File: config.mk
export PLATFORM = sky130hd
export DESIGN_NAME = vsr_regs
export DESIGN_NICKNAME = d
export VERILOG_FILES = /design/src/rtl/vsr_pkg.sv /design/src/rtl/vsr_char_timer.sv /design/src/rtl/vsr_plane_sel.sv /design/src/rtl/vsr_regs.sv
export VERILOG_INCLUDE_DIRS = /design/src /design/src/rtl
export SDC_FILE = /design/constraint.sdc
export NUM_CORES = 1
export LEC_CHECK = 0
export ABC_AREA = 1
export CORE_ASPECT_RATIO = 0.8
export CORE_MARGIN = 3
export CORE_UTILIZATION = 40
export DETAILED_ROUTE_END_ITERATION = 16
export DONT_BUFFER_PORTS = 1
export PLACE_DENSITY = 0.52
export SKIP_LAST_GASP = 1
export SLEW_MARGIN = 20
export SYNTH_ARGS = -nofsm -noshare
export SYNTH_HDL_FRONTEND = slang
export SYNTH_SLANG_ARGS = --single-unit
File: constraint.sdc
create_clock -name core_clk -period 1.6 [get_ports core_clk]
set_clock_uncertainty 0.1 [all_clocks]
set_input_delay 0.32 -clock core_clk [delete_from_list [all_inputs] [get_ports core_clk]]
set_output_delay 0.32 -clock core_clk [all_outputs]
set_load 0.02 [all_outputs]
File: src/rtl/vsr_consts.svh
/*
 constants for the sequencer and feature-control register bank.
 assumes it is included by the package and by every design file.
*/
// Functional notes
// - feature bit3 ORs vsync with display enable
// - feature bits 1:0 store and read back
// - index 0-4 at 3C4 selects 3C5 register
// - reset bit1 low halts sequencer synchronously
// - reset bit0 low halts sequencer immediately
// - screen-off blanks video, syncs keep running
// - bit4 loads serializers every fourth character
// - bit3 divides dot clock by two
// - bit2 loads serializers every other character
// - bit0 zero gives nine-dot character clock
// - map mask bits enable planes 0-3; chain-4 here ignores the mask
// - font map A slot from bits 5,3,2
// - font map B slot from bits 4,1,0
// - plane 2/3 from extended select and attribute
// - chain-4 selects plane from low address bits
// - odd/even maps even/odd to plane pairs
// - extended memory bit enables beyond 64 KB
// - feature write port at 3BA or 3DA
`ifndef VSR_CONSTS_SVH
`define VSR_CONSTS_SVH
`define VSR_PORT_INDEX 16'h03C4
`define VSR_PORT_DATA 16'h03C5
`define VSR_PORT_FEAT_RD 16'h03CA
`define VSR_PORT_FEAT_WR_MONO 16'h03BA
`define VSR_PORT_FEAT_WR_COLOR 16'h03DA
`define VSR_IDX_RESET 3'h0
`define VSR_IDX_CLOCK 3'h1
`define VSR_IDX_MASK 3'h2
`define VSR_IDX_FONT 3'h3
`define VSR_IDX_MEM 3'h4
`define VSR_IDX_WMASK 8'h07
`define VSR_RESET_WMASK 8'h03
`define VSR_CLOCK_WMASK 8'h3D
`define VSR_MASK_WMASK 8'h0F
`define VSR_FONT_WMASK 8'h3F
`define VSR_MEM_WMASK 8'h0E
`define VSR_FEAT_WMASK 8'h0B
`define VSR_IDX_INIT 8'h00
`define VSR_RESET_INIT 8'h03
`define VSR_CLOCK_INIT 8'h00
`define VSR_MASK_INIT 8'h0F
`define VSR_FONT_INIT 8'h00
`define VSR_MEM_INIT 8'h00
`define VSR_FEAT_INIT 8'h00
`define VSR_RST_SYNC_BIT 1
`define VSR_RST_ASYNC_BIT 0
`define VSR_CLK_DOT8_BIT 0
`define VSR_CLK_LOAD2_BIT 2
`define VSR_CLK_DIV2_BIT 3
`define VSR_CLK_LOAD4_BIT 4
`define VSR_CLK_OFF_BIT 5
`define VSR_MEM_EXT_BIT 1
`define VSR_MEM_OE_BIT 2
`define VSR_MEM_CHAIN4_BIT 3
`define VSR_FEAT_VSYNC_OR_BIT 3
`define VSR_EVS_FONT_LO_BIT 2
`define VSR_EVS_FONT_HI_BIT 5
`define VSR_DOTS_NINE 4'h9
`define VSR_DOTS_EIGHT 4'h8
`define VSR_BUS_IDLE 8'h00
`endif

File: src/rtl/vsr_pkg.sv
`include "vsr_consts.svh"
package vsr_pkg;
   typedef logic [7:0] vsr_byte_t;
   typedef enum logic [1:0] {VSR_RUN, VSR_SYNC_HALT, VSR_ASYNC_HALT} vsr_seq_e;
endpackage

File: src/rtl/vsr_char_timer.sv
/*
 character clock and serializer load timing on the dot clock.
 assumes halt inputs come from flops on the same clock.
*/
`timescale 1ns/10ps
`include "vsr_consts.svh"
module vsr_char_timer import vsr_pkg::*; (
   input wire logic core_clk,
   input wire logic rst_n,
   input wire logic halt,
   input wire logic dot8,
   input wire logic div2,
   input wire logic load2,
   input wire logic load4,
   output logic dot_en,
   output logic char_tick,
   output logic load_tick
);
   logic half_q, half_d;
   logic [3:0] dot_q, dot_d;
   logic [1:0] chr_q, chr_d;
   logic [3:0] width;
   // ----------------------------------------
   // next state
   // ----------------------------------------
   always_comb begin
      width = dot8 ? `VSR_DOTS_EIGHT : `VSR_DOTS_NINE;
      dot_en = !halt && (!div2 || half_q);
      half_d = halt ? 1'b0 : ~half_q;
      dot_d = dot_q;
      chr_d = chr_q;
      // at or past the end, so a width change mid-character cannot overrun
      char_tick = dot_en && (dot_q >= width - 4'h1);
      if (halt) begin
         dot_d = 4'h0;
         chr_d = 2'h0;
      end else if (char_tick) begin
         dot_d = 4'h0;
         chr_d = chr_q + 2'h1;
      end else if (dot_en) begin
         dot_d = dot_q + 4'h1;
      end
      // bit4 has priority: a four-character fetch covers the other-character case
      if (load4) begin
         load_tick = char_tick && (chr_q == 2'h3);
      end else if (load2) begin
         load_tick = char_tick && chr_q[0];
      end else begin
         load_tick = char_tick;
      end
   end
   // ----------------------------------------
   // registers
   // ----------------------------------------
   always_ff @(posedge core_clk or negedge rst_n) begin
      if (!rst_n) begin
         half_q <= 1'b0;
         dot_q <= 4'h0;
         chr_q <= 2'h0;
      end else begin
         half_q <= half_d;
         dot_q <= dot_d;
         chr_q <= chr_d;
      end
   end
endmodule

File: src/rtl/vsr_plane_sel.sv
/*
 plane enables for processor accesses and font slot selection.
 purely combinational; callers register what they need.
*/
`timescale 1ns/10ps
`include "vsr_consts.svh"
module vsr_plane_sel import vsr_pkg::*; (
   input wire logic [3:0] map_mask,
   input wire logic chain4,
   input wire logic seq_mode,
   input wire logic [1:0] addr_low,
   input wire logic [5:0] font_sel,
   input wire logic [7:0] ext_sel,
   input wire logic attr_bit4,
   output logic [3:0] plane_en,
   output logic [2:0] font_slot,
   output logic font_plane3
);
   logic [2:0] map_n;
   always_comb begin
      plane_en = map_mask;
      if (chain4) begin
         plane_en = 4'h1 << addr_low;
      end else if (!seq_mode) begin
         plane_en = map_mask & (addr_low[0] ? 4'hA : 4'h5);
      end
      // attribute bit4 picks map A (1) or map B (0)
      map_n = attr_bit4 ? {font_sel[5], font_sel[3:2]} : {font_sel[4], font_sel[1:0]};
      font_slot = {map_n[1:0], map_n[2]};
      // plane 3 only when the extended select enables it for this map
      font_plane3 = attr_bit4 ? ext_sel[`VSR_EVS_FONT_HI_BIT]
                              : ext_sel[`VSR_EVS_FONT_LO_BIT];
   end
endmodule

File: src/rtl/vsr_regs.sv
/*
 sequencer register bank with feature control, reached over the
 i/o port bus (port address, read and write strobes, byte data).
 also derives the character timing, the plane enables for host
 accesses, the font slot and the sync and pixel outputs.
 assumes strobes are synchronous to core_clk, one cycle per access;
 the sync inputs come from pins and are double-flopped here.
 colour emulation, the extended video select and the memory address
 bits come from logic on core_clk and are used without flops.
*/
`timescale 1ns/10ps
`include "vsr_consts.svh"
module vsr_regs import vsr_pkg::*; (
   input wire logic core_clk,
   input wire logic rst_n,
   input wire logic [15:0] io_addr,
   input wire logic io_wr,
   input wire logic io_rd,
   input wire logic [7:0] io_wdata,
   output logic [7:0] io_rdata,
   output logic io_hit,
   input wire logic color_emul,
   input wire logic [7:0] extended_video_select_reg,
   input wire logic video_mem_addr_bit_low,
   input wire logic video_mem_addr_bit_next,
   input wire logic attr_bit4,
   input wire logic vsync_in,
   input wire logic vde_in,
   input wire logic [3:0] pixel_in,
   output logic vsync_out,
   output logic [3:0] pixel_out,
   output logic seq_halted,
   output logic dot_en,
   output logic char_tick,
   output logic load_tick,
   output logic fetch32,
   output logic [3:0] plane_en,
   output logic [2:0] font_slot,
   output logic font_plane3,
   output logic ext_mem_en
);
   vsr_byte_t idx_q, idx_d;
   vsr_byte_t rst_q, rst_d;
   vsr_byte_t clk_q, clk_d;
   vsr_byte_t mask_q, mask_d;
   vsr_byte_t font_q, font_d;
   vsr_byte_t mem_q, mem_d;
   vsr_byte_t feat_q, feat_d;
   vsr_byte_t rdata_q, rdata_d;
   vsr_seq_e seq_q, seq_d;
   logic [1:0] vs_s1_q, vs_s2_q;
   logic [3:0] px_s1_q, px_s2_q;
   logic vsync_q, vsync_d;
   logic [3:0] pix_q, pix_d;
   logic wr_idx, wr_data, wr_feat, rd_idx, rd_data, rd_feat, halt;
   logic [15:0] feat_wr_port;

   // ----------------------------------------
   // address decode
   // ----------------------------------------
   // full sixteen-bit decode: aliases of other blocks must not hit
   always_comb begin
      feat_wr_port = color_emul ? `VSR_PORT_FEAT_WR_COLOR : `VSR_PORT_FEAT_WR_MONO;
      wr_idx = io_wr && (io_addr == `VSR_PORT_INDEX);
      wr_data = io_wr && (io_addr == `VSR_PORT_DATA);
      wr_feat = io_wr && (io_addr == feat_wr_port);
   end

   // ----------------------------------------
   // read decode
   // ----------------------------------------
   // the feature register reads at one port in both emulations
   always_comb begin
      rd_idx = io_rd && (io_addr == `VSR_PORT_INDEX);
      rd_data = io_rd && (io_addr == `VSR_PORT_DATA);
      rd_feat = io_rd && (io_addr == `VSR_PORT_FEAT_RD);
      io_hit = wr_idx || wr_data || wr_feat || rd_idx || rd_data || rd_feat;
   end

   // ----------------------------------------
   // register writes
   // ----------------------------------------
   // reserved bits are masked off so they always read as zero
   always_comb begin
      idx_d = idx_q;
      rst_d = rst_q;
      clk_d = clk_q;
      mask_d = mask_q;
      font_d = font_q;
      mem_d = mem_q;
      feat_d = feat_q;
      if (wr_idx) begin
         idx_d = io_wdata & `VSR_IDX_WMASK;
      end
      if (wr_feat) begin
         feat_d = io_wdata & `VSR_FEAT_WMASK;
      end
      if (wr_data) begin
         unique case (idx_q[2:0])
            `VSR_IDX_RESET: rst_d = io_wdata & `VSR_RESET_WMASK;
            `VSR_IDX_CLOCK: clk_d = io_wdata & `VSR_CLOCK_WMASK;
            `VSR_IDX_MASK: mask_d = io_wdata & `VSR_MASK_WMASK;
            `VSR_IDX_FONT: font_d = io_wdata & `VSR_FONT_WMASK;
            `VSR_IDX_MEM: mem_d = io_wdata & `VSR_MEM_WMASK;
            // indexes 5-7 are unmapped: writes are dropped
            default: ;
         endcase
      end
   end

   // ----------------------------------------
   // read data
   // ----------------------------------------
   always_comb begin
      rdata_d = rdata_q;
      if (rd_idx) begin
         rdata_d = idx_q;
      end else if (rd_feat) begin
         rdata_d = feat_q;
      end else if (rd_data) begin
         unique case (idx_q[2:0])
            `VSR_IDX_RESET: rdata_d = rst_q;
            `VSR_IDX_CLOCK: rdata_d = clk_q;
            `VSR_IDX_MASK: rdata_d = mask_q;
            `VSR_IDX_FONT: rdata_d = font_q;
            `VSR_IDX_MEM: rdata_d = mem_q;
            default: rdata_d = `VSR_BUS_IDLE;
         endcase
      end
   end

   // ----------------------------------------
   // sequencer run state
   // ----------------------------------------
   // the sync halt waits for the next character boundary so a
   // character is never cut; the async halt acts on the next edge
   always_comb begin
      seq_d = seq_q;
      unique case (seq_q)
         VSR_RUN: begin
            if (!rst_q[`VSR_RST_ASYNC_BIT]) begin
               seq_d = VSR_ASYNC_HALT;
            end else if (!rst_q[`VSR_RST_SYNC_BIT] && char_tick) begin
               seq_d = VSR_SYNC_HALT;
            end
         end
         VSR_SYNC_HALT, VSR_ASYNC_HALT: begin
            if (rst_q[`VSR_RST_ASYNC_BIT] && rst_q[`VSR_RST_SYNC_BIT]) begin
               seq_d = VSR_RUN;
            end
         end
      endcase
   end

   // ----------------------------------------
   // halt
   // ----------------------------------------
   // async clear does not wait for the state to move
   always_comb begin
      halt = (seq_q != VSR_RUN) || !rst_q[`VSR_RST_ASYNC_BIT];
      seq_halted = halt;
   end

   // ----------------------------------------
   // video outputs
   // ----------------------------------------
   always_comb begin
      if (feat_q[`VSR_FEAT_VSYNC_OR_BIT]) begin
         vsync_d = vs_s2_q[1] | vs_s2_q[0];
      end else begin
         vsync_d = vs_s2_q[1];
      end
      // screen off and halt blank pixels; sync is left untouched
      if (clk_q[`VSR_CLK_OFF_BIT] || halt) begin
         pix_d = 4'h0;
      end else begin
         pix_d = px_s2_q[3:0];
      end
   end

   // ----------------------------------------
   // host register state
   // ----------------------------------------
   // a sequencer halt leaves the bank alone; only rst_n reloads it
   always_ff @(posedge core_clk or negedge rst_n) begin
      if (!rst_n) begin
         idx_q <= `VSR_IDX_INIT;
         rst_q <= `VSR_RESET_INIT;
         clk_q <= `VSR_CLOCK_INIT;
         mask_q <= `VSR_MASK_INIT;
         font_q <= `VSR_FONT_INIT;
         mem_q <= `VSR_MEM_INIT;
         feat_q <= `VSR_FEAT_INIT;
      end else begin
         idx_q <= idx_d;
         rst_q <= rst_d;
         clk_q <= clk_d;
         mask_q <= mask_d;
         font_q <= font_d;
         mem_q <= mem_d;
         feat_q <= feat_d;
      end
   end

   // ----------------------------------------
   // read data register
   // ----------------------------------------
   // held between reads so the host may fetch it late
   always_ff @(posedge core_clk or negedge rst_n) begin
      if (!rst_n) begin
         rdata_q <= `VSR_BUS_IDLE;
      end else begin
         rdata_q <= rdata_d;
      end
   end

   // ----------------------------------------
   // sequencer state register
   // ----------------------------------------
   // register writes move the state only through the reset register; rst_n forces run
   always_ff @(posedge core_clk or negedge rst_n) begin
      if (!rst_n) begin
         seq_q <= VSR_RUN;
      end else begin
         seq_q <= seq_d;
      end
   end

   // ----------------------------------------
   // pin synchronisers
   // ----------------------------------------
   // sync, display enable and pixels come from pins: two flops each,
   // bought with two cycles of lag on the video outputs
   always_ff @(posedge core_clk or negedge rst_n) begin
      if (!rst_n) begin
         vs_s1_q <= 2'h0;
         vs_s2_q <= 2'h0;
         px_s1_q <= 4'h0;
         px_s2_q <= 4'h0;
      end else begin
         vs_s1_q <= {vsync_in, vde_in};
         vs_s2_q <= vs_s1_q;
         px_s1_q <= pixel_in;
         px_s2_q <= px_s1_q;
      end
   end

   // ----------------------------------------
   // video output registers
   // ----------------------------------------
   // registered so the pins never show decode glitches
   always_ff @(posedge core_clk or negedge rst_n) begin
      if (!rst_n) begin
         vsync_q <= 1'b0;
         pix_q <= 4'h0;
      end else begin
         vsync_q <= vsync_d;
         pix_q <= pix_d;
      end
   end

   // ----------------------------------------
   // output ports
   // ----------------------------------------
   assign io_rdata = rdata_q;
   assign vsync_out = vsync_q;
   assign pixel_out = pix_q;
   assign fetch32 = clk_q[`VSR_CLK_LOAD4_BIT];
   assign ext_mem_en = mem_q[`VSR_MEM_EXT_BIT];

   // ----------------------------------------
   // submodules
   // ----------------------------------------
   // character clock and serializer load pacing
   vsr_char_timer u_timer (
      .core_clk(core_clk),
      .rst_n(rst_n),
      .halt(halt),
      .dot8(clk_q[`VSR_CLK_DOT8_BIT]),
      .div2(clk_q[`VSR_CLK_DIV2_BIT]),
      .load2(clk_q[`VSR_CLK_LOAD2_BIT]),
      .load4(clk_q[`VSR_CLK_LOAD4_BIT]),
      .dot_en(dot_en),
      .char_tick(char_tick),
      .load_tick(load_tick)
   );

   // plane enables and font slot, all combinational
   vsr_plane_sel u_plane (
      .map_mask(mask_q[3:0]),
      .chain4(mem_q[`VSR_MEM_CHAIN4_BIT]),
      .seq_mode(mem_q[`VSR_MEM_OE_BIT]),
      .addr_low({video_mem_addr_bit_next, video_mem_addr_bit_low}),
      .font_sel(font_q[5:0]),
      .ext_sel(extended_video_select_reg),
      .attr_bit4(attr_bit4),
      .plane_en(plane_en),
      .font_slot(font_slot),
      .font_plane3(font_plane3)
   );
endmodule

==> results.json <==
{
  "status": "finished with violations",
  "failed_checks": "negative hold slack, negative setup slack",
  "layout_commonest_cell": "nand2_1",
  "final_nets": 453,
  "maxCapViolCount": 0,
  "grt_pass1_vias": 2240,
  "drt-total-wl_um": 6760,
  "dpl.cell_count": 460,
  "vias_per_cell": 4.85,
  "synth_edf_count": 0,
  "synth_area_leader_cell": "dfrtp_1",
  "synth-seq-area-share_pct": 49.9,
  "initial_core_util_pct": 41.8,
  "grt_pass1_wl_um": 10800,
  "hold_class": "in2async",
  "final_cells": 492,
  "holdWs_ns": -0.413,
  "drive_gt1_share_pct": 30.4,
  "cp_slowest_cell": "dfrtp_2",
  "netlist_instances": 351,
  "die_x_um": 102,
  "die-area_um2": 8370,
  "dp_hpwl_um": 4840,
  "power_frac_clock_pct": 48.4,
  "first_pass_iters": 4,
  "cp_common_cell": "inv_2",
  "cts.path.max_buffers": 2,
  "arrival_ns": 1.68,
  "critPathMaxFanout": 4,
  "finalHoldViolCount": 58,
  "rows": 27,
  "max_stage_delay_ns": 0.42,
  "netlist_top_cells_area": "dfrtp_1 (45%), nand2_1 (10%), inv_1 (6.0%), dfstp_2 (5.4%), o21ai_0 (4.5%)",
  "wl_per_cell_um": 13.7,
  "clk_latency_ns": 0.33,
  "netlist_area_um2": 2920,
  "drt_iter0_markers": 129,
  "portBuffers": 0,
  "clk_pin_slew_ns": 0.07,
  "postRouteAntennaNets": 0,
  "crit_path_start_kind": "flop",
  "cts_hold_buf": 6,
  "combPwrFrac_pct": 2.7,
  "yosysWarnings": 0,
  "pwr-share-seq_pct": 48.9,
  "numClockSinks": 58,
  "async_flop_share_pct": 100,
  "path_cells": "inv_2 -> ha_4 -> inv_2 -> o21bai_1 -> nand2_1 -> nand3_2 -> nand2_4 -> nor2_4",
  "rsz0062_at_grt": "yes",
  "internal_power_uw": 2430,
  "htreeDepth": 3,
  "synthFlopType": "dfrtp_1",
  "num_antenna_cells": 0,
  "crit_type": "reg2out",
  "die_h_um": 82.4,
  "cts_buffers": 9,
  "switching_power_uw": 616,
  "drc": 0,
  "vdd_drop_max_mv": 0.468,
  "period_share_pct": 131,
  "end_kind": "primary output",
  "synth.avg_cell_area_um2": 8.32,
  "ios": 74,
  "mostFrequentLayoutCells": "nand2_1 (76), dfrtp_1 (47), inv_1 (44)",
  "p_leak_uw": 0.00181,
  "slew_violations": 0,
  "max_freq_ghz": 0.477,
  "synth_seq_cells": 58,
  "grt.total_usage_pct": 16.8,
  "switching_share_pct": 20.2,
  "period_needed_ns": 2.10,
  "cp.buffers_inverters": 2,
  "place.gp.congestion": 0.785,
  "pwr_density_cell_nw_per_um2": 819,
  "clock-root-buffer": "clkbuf_8",
  "grt_max_degree": 59,
  "setup_ws_ns": -0.496,
  "antenna_found_initial": 0,
  "tritoncts": "built",
  "ys_types": 34,
  "setup_violations": 15,
  "overflow": 0,
  "syn_to_final_growth_pct": 27.2,
  "cp_top_family": "simple AND/OR/NAND/NOR gates",
  "cp.required_ns": 1.18,
  "via_count": 2387,
  "core_um2": 6990,
  "synth.top_cell.area_share_pct": 44.5
}
-- sequential cells by signal, indices dropped and copies added (netlist names), 2 cells and up --
register / count
px_s1_q: 4
clk_q: 5
idx_q: 3
px_s2_q: 4
rst_q: 2
vs_s2_q: 2
pixel_out: 4
seq_q: 2
font_q: 6
mem_q: 3
io_rdata: 6
u_timer.dot_q: 4
vs_s1_q: 2
u_timer.chr_q: 2
mask_q: 4
feat_q: 3
-- kinds of logic after synthesis --
group,count (synthesis),share of synthesized area (%)
xor+xnor,2,0.600
fa+ha+maj,7,3.00
simple gates,162,25.3
flops,58,49.9
buf+inv,61,8.52
mux,2,0.771
compound gates,58,11.7
other cells,1,0.128
-- synthesized netlist by cell type, types with 2 or more instances --
library cell / number
nand2_1: 79
dfrtp_1: 52
inv_1: 47
nor2_1: 30
o21ai_0: 26
nand3_1: 18
nand4_1: 16
nand2_2: 11
o21ai_1: 11
ha_1: 7
o21ai_2: 7
dfstp_2: 6
a21oi_1: 5
inv_2: 5
o22ai_1: 4
buf_2: 3
buf_4: 2
mux2_2: 2
nand3_2: 2
nor2_2: 2
nor2_4: 2
xor2_1: 2
-- worst register-to-register path: stages (launching register included) --
cell	delay (ns)
dfrtp_2	0.42
inv_2	0.07
ha_4	0.28
inv_2	0.03
o21bai_1	0.11
nand2_1	0.11
nand3_2	0.10
nand2_4	0.07
buf_4	0.14
buf_6	0.12
nand2_8	0.06
nand2_2	0.05
nand2_1	0.05
nand2_1	0.04
-- layout make-up --
class,instances,area [um2]
timing repair buffer,44,360
clock inverter,5,77.6
sequential,58,1470
multi-input combinational,233,1360
clock buffer,11,141
fill,643,3280
tap,87,109
inverter,54,204
-- through the flow --
step                cell area, um2  setup slack (ns)  TNS (ns)  total power [uW]  util (%)
detailed placement            3220            -0.218     -1.20              1580      46.0
global route                  3720            -0.581     -3.87              3150      53.2
global placement              3220            -0.133    -0.631              1580      46.0
finish                        3720            -0.496     -2.52              3040      53.2
CTS                           3590            -0.490     -2.66              3080      51.4
floorplan                     2940           -0.0874    -0.133              1570         -
-- path summary, 6_finish.rpt --
path | slack (ns) | to | depth (start not counted) | startpoint
min in group core_clk | 0.05 | font_q[5] | 2 | io_wdata[5]
worst max register to register | -0.25 | seq_q[1] | 13 | clk_q[0]
worst max-delay path | -0.50 | load_tick | 8 | clk_q[0]
worst min register to register | 0.25 | vs_s2_q[1] | 0 | vs_s1_q[1]
worst min-delay path | -0.41 | feat_q[3] | 0 | rst_n
max in group asynchronous | 1.63 | rst_q[1] | 0 | rst_n
-- routing by layer --
metal	track usage [%]	wire length [um]
met1	25.3	3530
met2	23.0	2830
met3	5.04	363
met4	5.18	34
met5	0	0
-- repair_timing --
item	in CTS	in global routing
pin swaps	5	9
setup endpoints to repair	15	26
setup buffers	12	3
gates resized for setup	11	36
hold endpoints to repair	64	58
-- power groups by stage --
stage	clock network (uW)	logic, uW	registers (uW)
after floorplan	0	54.1	1520
after global placement	0	65.3	1520
after detailed placement	0	65.5	1520
after CTS	1520	77.5	1490
after global routing	1570	90.2	1490
final	1470	81.4	1490
Power figures use the tool's default switching activity.
